**src/common/fcf_params.svh**
```systemverilog
`ifndef FCF_PARAMS_SVH
`define FCF_PARAMS_SVH

// ----------------------------------------------------------------
// link timing
// ----------------------------------------------------------------
// forwarded clock half period (one bit time) in core clocks
`define FCF_BIT_DIV 4'h4
// core clocks the forwarded clock stays stopped after interface reset
`define FCF_RESTART_CYC 8'h10
// mux / flop entries (command/address is four bit times)
`define FCF_MUX_ENTRIES 4
// frame ratio encodings: bit times per framing clock half period
`define FCF_FRAME_1X 2'h0
`define FCF_FRAME_2X 2'h1
`define FCF_FRAME_4X 2'h2
// receive mux counter preset
`define FCF_RX_PRESET 2'h0

`endif

```
**src/common/fcf_pkg.sv**
```systemverilog
package fcf_pkg;
	typedef enum logic [1:0] {
		FCF_ST_STOP = 2'b00,
		FCF_ST_WAIT = 2'b01,
		FCF_ST_RUN = 2'b11
	} fcf_state_t;
	typedef logic [1:0] fcf_ratio_t;
endpackage : fcf_pkg

```
**src/common/fcf_link_if.sv**
```systemverilog
`timescale 1ns/1ps
interface fcf_link_if #(parameter int W = 8);
	logic fwd_clk;
	logic frame_clk;
	logic [W-1:0] data;
	logic ifc_rst;
	modport dev (output fwd_clk, output data, input frame_clk, input ifc_rst);
	modport sys (input fwd_clk, input data, output frame_clk, output ifc_rst);
endinterface : fcf_link_if

```
**src/rtl/fcf_fifo.sv**
```systemverilog
`timescale 1ns/1ps
module fcf_fifo #(
	parameter int W = 8,
	parameter int D = 16
) (
	// clock and reset
	input wire logic i_clk,
	input wire logic i_sys_rst,
	// fill side
	input wire logic i_valid,
	output logic o_ready,
	input wire logic [W-1:0] i_data,
	// drain side
	output logic o_valid,
	input wire logic i_ready,
	output logic [W-1:0] o_data
);
	localparam int AW = $clog2(D);
	logic [W-1:0] mem [D];
	logic [AW:0] wp_r, wp_nxt, rp_r, rp_nxt;
	logic full, empty;

	assign empty = (wp_r == rp_r);
	assign full = (wp_r[AW-1:0] == rp_r[AW-1:0]) && (wp_r[AW] != rp_r[AW]);
	assign o_ready = !full;
	assign o_valid = !empty;
	assign o_data = mem[rp_r[AW-1:0]];

	always_comb begin
		wp_nxt = wp_r + (AW+1)'(i_valid && !full);
		rp_nxt = rp_r + (AW+1)'(i_ready && !empty);
	end

	always_ff @(posedge i_clk) begin
		if (i_sys_rst) begin
			wp_r <= '0;
			rp_r <= '0;
		end else begin
			wp_r <= wp_nxt;
			rp_r <= rp_nxt;
		end
		if (i_valid && !full)
			mem[wp_r[AW-1:0]] <= i_data;
	end
endmodule : fcf_fifo

```
**src/rtl/fcf_dev_end.sv**
```systemverilog
`timescale 1ns/1ps
`include "fcf_params.svh"
module fcf_dev_end import fcf_pkg::*; #(
	parameter int W = 8,
	parameter int DEPTH = 16
) (
	// clock and reset
	input wire logic i_clk,
	input wire logic i_sys_rst,
	// configuration
	input wire logic [1:0] i_frame_sel,
	// outgoing word stream
	input wire logic i_valid,
	output logic o_ready,
	input wire logic [W-1:0] i_data,
	// status
	output logic o_running,
	output logic [1:0] o_out_mux_cnt,
	output logic [1:0] o_rx_cnt,
	// link
	fcf_link_if.dev link
);
	// ----------------------------------------------------------------
	// pin synchronisers (three flops, change seen when 2 and 3 agree)
	// ----------------------------------------------------------------
	logic [2:0] fr_s_r, rs_s_r;
	logic fr_lvl_r, rs_lvl_r;
	logic [2:0] fr_s_nxt, rs_s_nxt;
	logic fr_lvl_nxt, rs_lvl_nxt;
	always_comb begin
		fr_s_nxt = {fr_s_r[1:0], link.frame_clk};
		rs_s_nxt = {rs_s_r[1:0], link.ifc_rst};
		fr_lvl_nxt = (fr_s_r[1] == fr_s_r[2]) ? fr_s_r[2] : fr_lvl_r;
		rs_lvl_nxt = (rs_s_r[1] == rs_s_r[2]) ? rs_s_r[2] : rs_lvl_r;
	end
	always_ff @(posedge i_clk) begin
		if (i_sys_rst) begin
			fr_s_r <= 3'h0;
			rs_s_r <= 3'h0;
			fr_lvl_r <= 1'b0;
			rs_lvl_r <= 1'b0;
		end else begin
			fr_s_r <= fr_s_nxt;
			rs_s_r <= rs_s_nxt;
			fr_lvl_r <= fr_lvl_nxt;
			rs_lvl_r <= rs_lvl_nxt;
		end
	end
	// both framing edges mark a start boundary
	logic frame_edge;
	assign frame_edge = (fr_lvl_nxt != fr_lvl_r);

	// ----------------------------------------------------------------
	// transmit buffer
	// ----------------------------------------------------------------
	logic f_valid, f_pop;
	logic [W-1:0] f_data;
	fcf_fifo #(.W(W), .D(DEPTH)) u_fifo (
		.i_clk(i_clk),
		.i_sys_rst(i_sys_rst),
		.i_valid(i_valid),
		.o_ready(o_ready),
		.i_data(i_data),
		.o_valid(f_valid),
		.i_ready(f_pop),
		.o_data(f_data)
	);

	// ----------------------------------------------------------------
	// clock forwarding control
	// ----------------------------------------------------------------
	fcf_state_t st_r, st_nxt;
	logic [7:0] wait_r, wait_nxt;
	logic [3:0] div_r, div_nxt;
	logic fwd_r, fwd_nxt;
	logic [1:0] omux_r, omux_nxt;
	logic [1:0] rx_r, rx_nxt;
	logic [1:0] rxmux_r, rxmux_nxt;
	logic [2:0] bits_r, bits_nxt;
	logic busy_r, busy_nxt;
	logic [W-1:0] dout_r, dout_nxt;
	logic [2:0] frame_bits;
	logic bit_tick;
	logic edge_seen_r, edge_seen_nxt;
	logic frame_start;

	// bit times per framing half period: power of two set by the ratio
	function automatic logic [2:0] fcf_frame_bits(input logic [1:0] sel);
		case (sel)
			`FCF_FRAME_1X: fcf_frame_bits = 3'h1;
			`FCF_FRAME_2X: fcf_frame_bits = 3'h2;
			`FCF_FRAME_4X: fcf_frame_bits = 3'h4;
			default: fcf_frame_bits = 3'h1;
		endcase
	endfunction : fcf_frame_bits

	assign frame_bits = fcf_frame_bits(i_frame_sel);
	assign bit_tick = (st_r == FCF_ST_RUN) && (div_r == `FCF_BIT_DIV - 4'h1);
	// boundary: an edge seen since the last bit tick, or one the ratio count predicts
	assign frame_start = frame_edge || edge_seen_r || (bits_r == 3'h1);
	// a word leaves only on a bit tick, at a framing boundary or while a burst is running
	assign f_pop = bit_tick && f_valid && (busy_r || frame_start);

	always_comb begin
		st_nxt = st_r;
		wait_nxt = wait_r;
		div_nxt = div_r;
		fwd_nxt = fwd_r;
		omux_nxt = omux_r;
		rx_nxt = rx_r;
		rxmux_nxt = rxmux_r;
		bits_nxt = bits_r;
		busy_nxt = busy_r;
		dout_nxt = dout_r;
		edge_seen_nxt = edge_seen_r;
		case (st_r)
			FCF_ST_STOP: begin
				// clocks held, counters preset
				fwd_nxt = 1'b0;
				div_nxt = 4'h0;
				omux_nxt = 2'h0;
				rx_nxt = 2'h0;
				rxmux_nxt = `FCF_RX_PRESET;
				busy_nxt = 1'b0;
				bits_nxt = 3'h0;
				edge_seen_nxt = 1'b0;
				dout_nxt = '0;
				wait_nxt = 8'h0;
				if (!rs_lvl_r)
					st_nxt = FCF_ST_WAIT;
			end
			FCF_ST_WAIT: begin
				wait_nxt = wait_r + 8'h1;
				if (rs_lvl_r)
					st_nxt = FCF_ST_STOP;
				else if (wait_r == `FCF_RESTART_CYC - 8'h1)
					st_nxt = FCF_ST_RUN;
			end
			FCF_ST_RUN: begin
				if (rs_lvl_r) begin
					st_nxt = FCF_ST_STOP;
					fwd_nxt = 1'b0;
				end else begin
					// the framing edge is a one-cycle pulse: hold it until the next bit tick
					if (frame_edge)
						edge_seen_nxt = 1'b1;
					// even divider: equal high and low times
					div_nxt = bit_tick ? 4'h0 : div_r + 4'h1;
					if (bit_tick) begin
						fwd_nxt = !fwd_r;
						omux_nxt = omux_r + 2'h1;
						rx_nxt = rx_r + 2'h1;
						rxmux_nxt = rxmux_r + 2'h1;
						// data changes with the clock edge; zero is the idle word
						dout_nxt = f_pop ? f_data : '0;
						// boundary consumed here; the ratio count predicts the next one
						edge_seen_nxt = 1'b0;
						if (frame_start)
							bits_nxt = frame_bits;
						else if (bits_r != 3'h0)
							bits_nxt = bits_r - 3'h1;
						// burst continues past a frame boundary if longer
						busy_nxt = f_pop;
					end
				end
			end
			default: st_nxt = FCF_ST_STOP;
		endcase
	end

	always_ff @(posedge i_clk) begin
		if (i_sys_rst) begin
			st_r <= FCF_ST_STOP;
			wait_r <= 8'h0;
			div_r <= 4'h0;
			fwd_r <= 1'b0;
			omux_r <= 2'h0;
			rx_r <= 2'h0;
			rxmux_r <= 2'h0;
			bits_r <= 3'h0;
			busy_r <= 1'b0;
			dout_r <= '0;
			edge_seen_r <= 1'b0;
		end else begin
			st_r <= st_nxt;
			wait_r <= wait_nxt;
			div_r <= div_nxt;
			fwd_r <= fwd_nxt;
			omux_r <= omux_nxt;
			rx_r <= rx_nxt;
			rxmux_r <= rxmux_nxt;
			bits_r <= bits_nxt;
			busy_r <= busy_nxt;
			dout_r <= dout_nxt;
			edge_seen_r <= edge_seen_nxt;
		end
	end

	assign link.fwd_clk = fwd_r;
	assign link.data = dout_r;
	assign o_running = (st_r == FCF_ST_RUN);
	assign o_out_mux_cnt = omux_r;
	assign o_rx_cnt = rx_r;
endmodule : fcf_dev_end

```
**src/flat_wrapper.sv**
```systemverilog
// flat-port wrapper written by rule: the top's interface ports become plain ports
module fcf_dev_end_flat import fcf_pkg::*;
#(
	parameter int W = 8,
	parameter int DEPTH = 16
)
  (i_clk, i_sys_rst, i_frame_sel, i_valid, o_ready, i_data, o_running, o_out_mux_cnt, o_rx_cnt, link_fwd_clk, link_data, link_frame_clk, link_ifc_rst);
  fcf_link_if #(.W(W)) link_i ();
  input wire logic i_clk;
  input wire logic i_sys_rst;
  input wire logic [1:0] i_frame_sel;
  input wire logic i_valid;
  output logic o_ready;
  input wire logic [W-1:0] i_data;
  output logic o_running;
  output logic [1:0] o_out_mux_cnt;
  output logic [1:0] o_rx_cnt;
  output wire logic [$bits(link_i.fwd_clk)-1:0] link_fwd_clk;
  output wire logic [$bits(link_i.data)-1:0] link_data;
  input wire logic [$bits(link_i.frame_clk)-1:0] link_frame_clk;
  input wire logic [$bits(link_i.ifc_rst)-1:0] link_ifc_rst;
  assign link_fwd_clk = link_i.fwd_clk;
  assign link_data = link_i.data;
  assign link_i.frame_clk = link_frame_clk;
  assign link_i.ifc_rst = link_ifc_rst;
  fcf_dev_end #(.W(W), .DEPTH(DEPTH)) u_core (.i_clk(i_clk), .i_sys_rst(i_sys_rst), .i_frame_sel(i_frame_sel), .i_valid(i_valid), .o_ready(o_ready), .i_data(i_data), .o_running(o_running), .o_out_mux_cnt(o_out_mux_cnt), .o_rx_cnt(o_rx_cnt), .link(link_i));
endmodule
```
**config.mk**
```make
export PLATFORM = sky130hd
export DESIGN_NAME = fcf_dev_end_flat
export DESIGN_NICKNAME = d
export VERILOG_FILES = /design/src/common/fcf_pkg.sv /design/src/common/fcf_link_if.sv /design/src/rtl/fcf_fifo.sv /design/src/rtl/fcf_dev_end.sv /design/src/flat_wrapper.sv
export VERILOG_INCLUDE_DIRS = /design/src /design/src/common
export SDC_FILE = /design/constraint.sdc
export NUM_CORES = 1
export LEC_CHECK = 0
export BUFFER_PORTS_ARGS = -buffer_cell sky130_fd_sc_hd__buf_2
export CAP_MARGIN = 20
export CORE_ASPECT_RATIO = 0.8
export CORE_MARGIN = 2
export CORE_UTILIZATION = 55
export DETAILED_ROUTE_END_ITERATION = 10
export GPL_TIMING_DRIVEN = 0
export MAX_ROUTING_LAYER = met4
export PLACE_DENSITY = 0.8
export REMOVE_ABC_BUFFERS = 1
export SYNTH_ARGS = -nofsm -noshare
export SYNTH_HDL_FRONTEND = slang
export SYNTH_SLANG_ARGS = --single-unit
```
**constraint.sdc**
```tcl
create_clock -name i_clk -period 2.45 [get_ports i_clk]
set_input_delay 0.1225 -clock i_clk [delete_from_list [all_inputs] [get_ports i_clk]]
set_output_delay 0.1225 -clock i_clk [all_outputs]
set_load 0.01 [all_outputs]
```
==> impl_metrics.toml <==
[status]
status = "finished clean"

[power_and_ir_drop]
ir_drop_uv = 551
p_leak_nw = 2.88
netSwitchingFraction_pct = 20.7
power.internal_mw = 5.05
switching_power_mw = 1.32
powerDensity_nw_per_um2 = 753
seqPwrFrac_pct = 51.5
pwr-share-clk_pct = 44.2
pwr-share-comb_pct = 4.3

[layout]
layout_common_cells = "edfxtp_1, dfxtp_1, nor2_1, buf_2, nand2_1"
drive_gt1_share_pct = 23.4
area.growth.synth_to_final_pct = 15.5
utilization_pct = 65.6
antennaDiodeCount = 0
finalNetCount = 575
instances_no_fill = 734
final_common_cell = "edfxtp_1"

[die]
start_util_pct = 56.8
dieHeight_um = 107
core_region_area_um2 = 12900
io_pins = 30
die_x_um = 133
rows = 37
dieArea_um2 = 14300

[global_routing]
use_met2_pct = 36.9
antenna_found_initial = 0
grt-ovfl-total = 0
use_met1_pct = 30.3
grt_start_max_net_pins = 45
use_met3_pct = 6.07
grt_pass1_wl_um = 24000
grt_pass1_vias = 4357
grtUsageTotal_pct = 23.6
grt-busiest-layer = "met2"

[worst_setup_path]
rrSetupSlack_ns = 0.08
end_kind = "flip-flop"
path_class = "reg -> reg"
cp-start-kind = "flip-flop"
critical_path.endpoint = "u_core.u_fifo.mem[7][4]"
timing.rr.end = "u_core.u_fifo.mem[7][4]"
cp-startpoint = "u_core.u_fifo.rp_r[2]"
cp_max_fo = 14
crit_required_ns = 2.59
r2r-start = "u_core.u_fifo.rp_r[2]"
reg2reg_depth = 5
worstPathArrival_ns = 2.51

[synth]
synthArstFlopShare_pct = 0
syn_avg_cell_area_um2 = 14.6
synth_top_area_share_pct = 52.4
synth-edff-count = 128
ys_ff_latch = 178
synth_ff_type = "edfxtp_1"
ys_types = 51
ys_top_cells_by_area = "edfxtp_1, dfxtp_1, mux4_2, mux2i_1, ha_1"
synth_cells = 502
yosysSeqAreaShare_pct = 66.1
synth_top_area_cell = "edfxtp_1"
synth_warnings = 0
synth_area_um2 = 7330

[clock_network]
cts_tree = "built"
cts-buffers-inserted = 17
clk_pin_slew_worst_paths_ns = 0.07
clk_latency_ns = 0.43
clock_sinks = 178
htreeDepth = 4
cts_root_buffer = "clkbuf_16"
clockBufferDepth = 2

[timing]
slew_viol_final = 0
hold_viol_final = 0
finalClockSkew_ns = 0.0113
tightest_slew_ns = 1.02
max_freq_ghz = 0.422
hold_slack_ns = 0.0675
final.min_clock_period_ns = 2.37
fin_ws_ns = 0.0781
relSlewSlack_pct = 31.7
setup_tns_ns = 0
period_share_pct = 96.8
setup_viol = 0

[drt]
dr_total_vias = 4402
totalWireLength_um = 15300
drt_iter0_drc = 490
dr.pass1.iters = 5
remaining_drc_errors = 0
viasPerCell = 6.00
ant_nets = 0
wl_per_cell_um = 20.8

[placement]
port_buffers = 29
dp_hpwl_um = 9630
dp.cells = 698
dp_slack_ns = -0.737
finalWeightedCongestion = 0.757

[flow_run]
drv_cap = 0

[hold_path]
hp-class = "in -> reg"
## synthesized netlist by cell type (9+ instances only)
master	n
a21oi_1	18
clkbuf_1	9
dfxtp_1	50
edfxtp_1	128
ha_1	14
inv_1	14
mux2i_1	23
mux4_2	25
nand2_1	26
nand2b_1	9
nand3_1	11
nor2_1	40
nor2b_1	10
nor3_1	19
o21ai_1	9
xor2_1	11
## how the worst min path moves through the flow
stage	from	end	cells past startpoint
after floorplan	i_sys_rst	u_core.bits_r[0]	1
after global placement	link_frame_clk	u_core.fr_s_r[0]	2
after detailed placement	link_ifc_rst	u_core.rs_s_r[0]	2
after CTS	i_data[0]	u_core.u_fifo.mem[10][0]	1
after global routing	i_data[0]	u_core.u_fifo.mem[15][0]	1
final	i_data[0]	u_core.u_fifo.mem[15][0]	1
## sequential cells by signal, indices dropped and copies added (netlist names)
| signal | flops |
|---|---|
| u_core.u_fifo.mem | 128 |
| u_core.link.data | 8 |
| u_core.wait_r | 8 |
| u_core.u_fifo.rp_r | 5 |
| u_core.u_fifo.wp_r | 5 |
| u_core.div_r | 4 |
| u_core.bits_r | 3 |
| u_core.fr_s_r | 3 |
| u_core.rs_s_r | 3 |
| u_core.o_out_mux_cnt | 2 |
| u_core.o_rx_cnt | 2 |
| u_core.st_r | 2 |
| u_core.busy_r | 1 |
| u_core.edge_seen_r | 1 |
| u_core.fr_lvl_r | 1 |
| u_core.link.fwd_clk | 1 |
| u_core.rs_lvl_r | 1 |
## layout make-up
| class | count | area, um2 |
|---|---|---|
| Fill cell | 844 | 4450 |
| Sequential cell | 178 | 4870 |
| Multi-Input combinational cell | 287 | 2390 |
| Clock buffer | 18 | 429 |
| Inverter | 14 | 52.6 |
| Timing Repair Buffer | 48 | 325 |
| Tap cell | 175 | 219 |
| Clock inverter | 14 | 188 |
## worst max-delay path: stages (launching register included)
cell,delay (ns)
dfxtp_4,0.47
xor2_1,0.26
nor4_4,0.07
a21bo_4,0.30
nor3_1,0.68
buf_4,0.29
## power groups by stage
stage	Clock [mW]	Combinational [mW]	Sequential, mW
after CTS	2.86	0.267	3.29
after global routing	2.97	0.302	3.29
after detailed placement	0	0.255	3.36
final	2.82	0.274	3.29
after global placement	0	0.229	3.35
after floorplan	0	0.148	3.35
## cells by family after synthesis
family,count (synthesis),share of synthesized area (%)
DFF,178,66.1
and+or+nand+nor,138,9.32
AOI/OAI and AO/OA,68,6.47
xor gates and xnor gates,15,1.79
muxes,52,11.5
buffers and inverters,37,2.47
adders and majority gates,14,2.39
## stage by stage
step,instance area (um2),power [mW]
after CTS,8430,6.42
after global routing,8470,6.56
final,8470,6.38
after detailed placement,7730,3.61
after global placement,7570,3.58
after floorplan,7200,3.50
## what timing repair did
item / in CTS / in global routing
gates resized for setup: 15 / 9
pin swaps: 0 / 0
endpoints found under the setup margin: 140 / 34
buffers inserted: 2 / 0
hold endpoints to repair: 2 / 0
hold buffers: 2 / 0
## metal layers
metal	share of wire, %	vias up
li1	-	1989
met1	41	2217
met2	51	168
met3	6.6	28
met4	2.2	0
met5	0	-
Power figures use the tool's default switching activity.
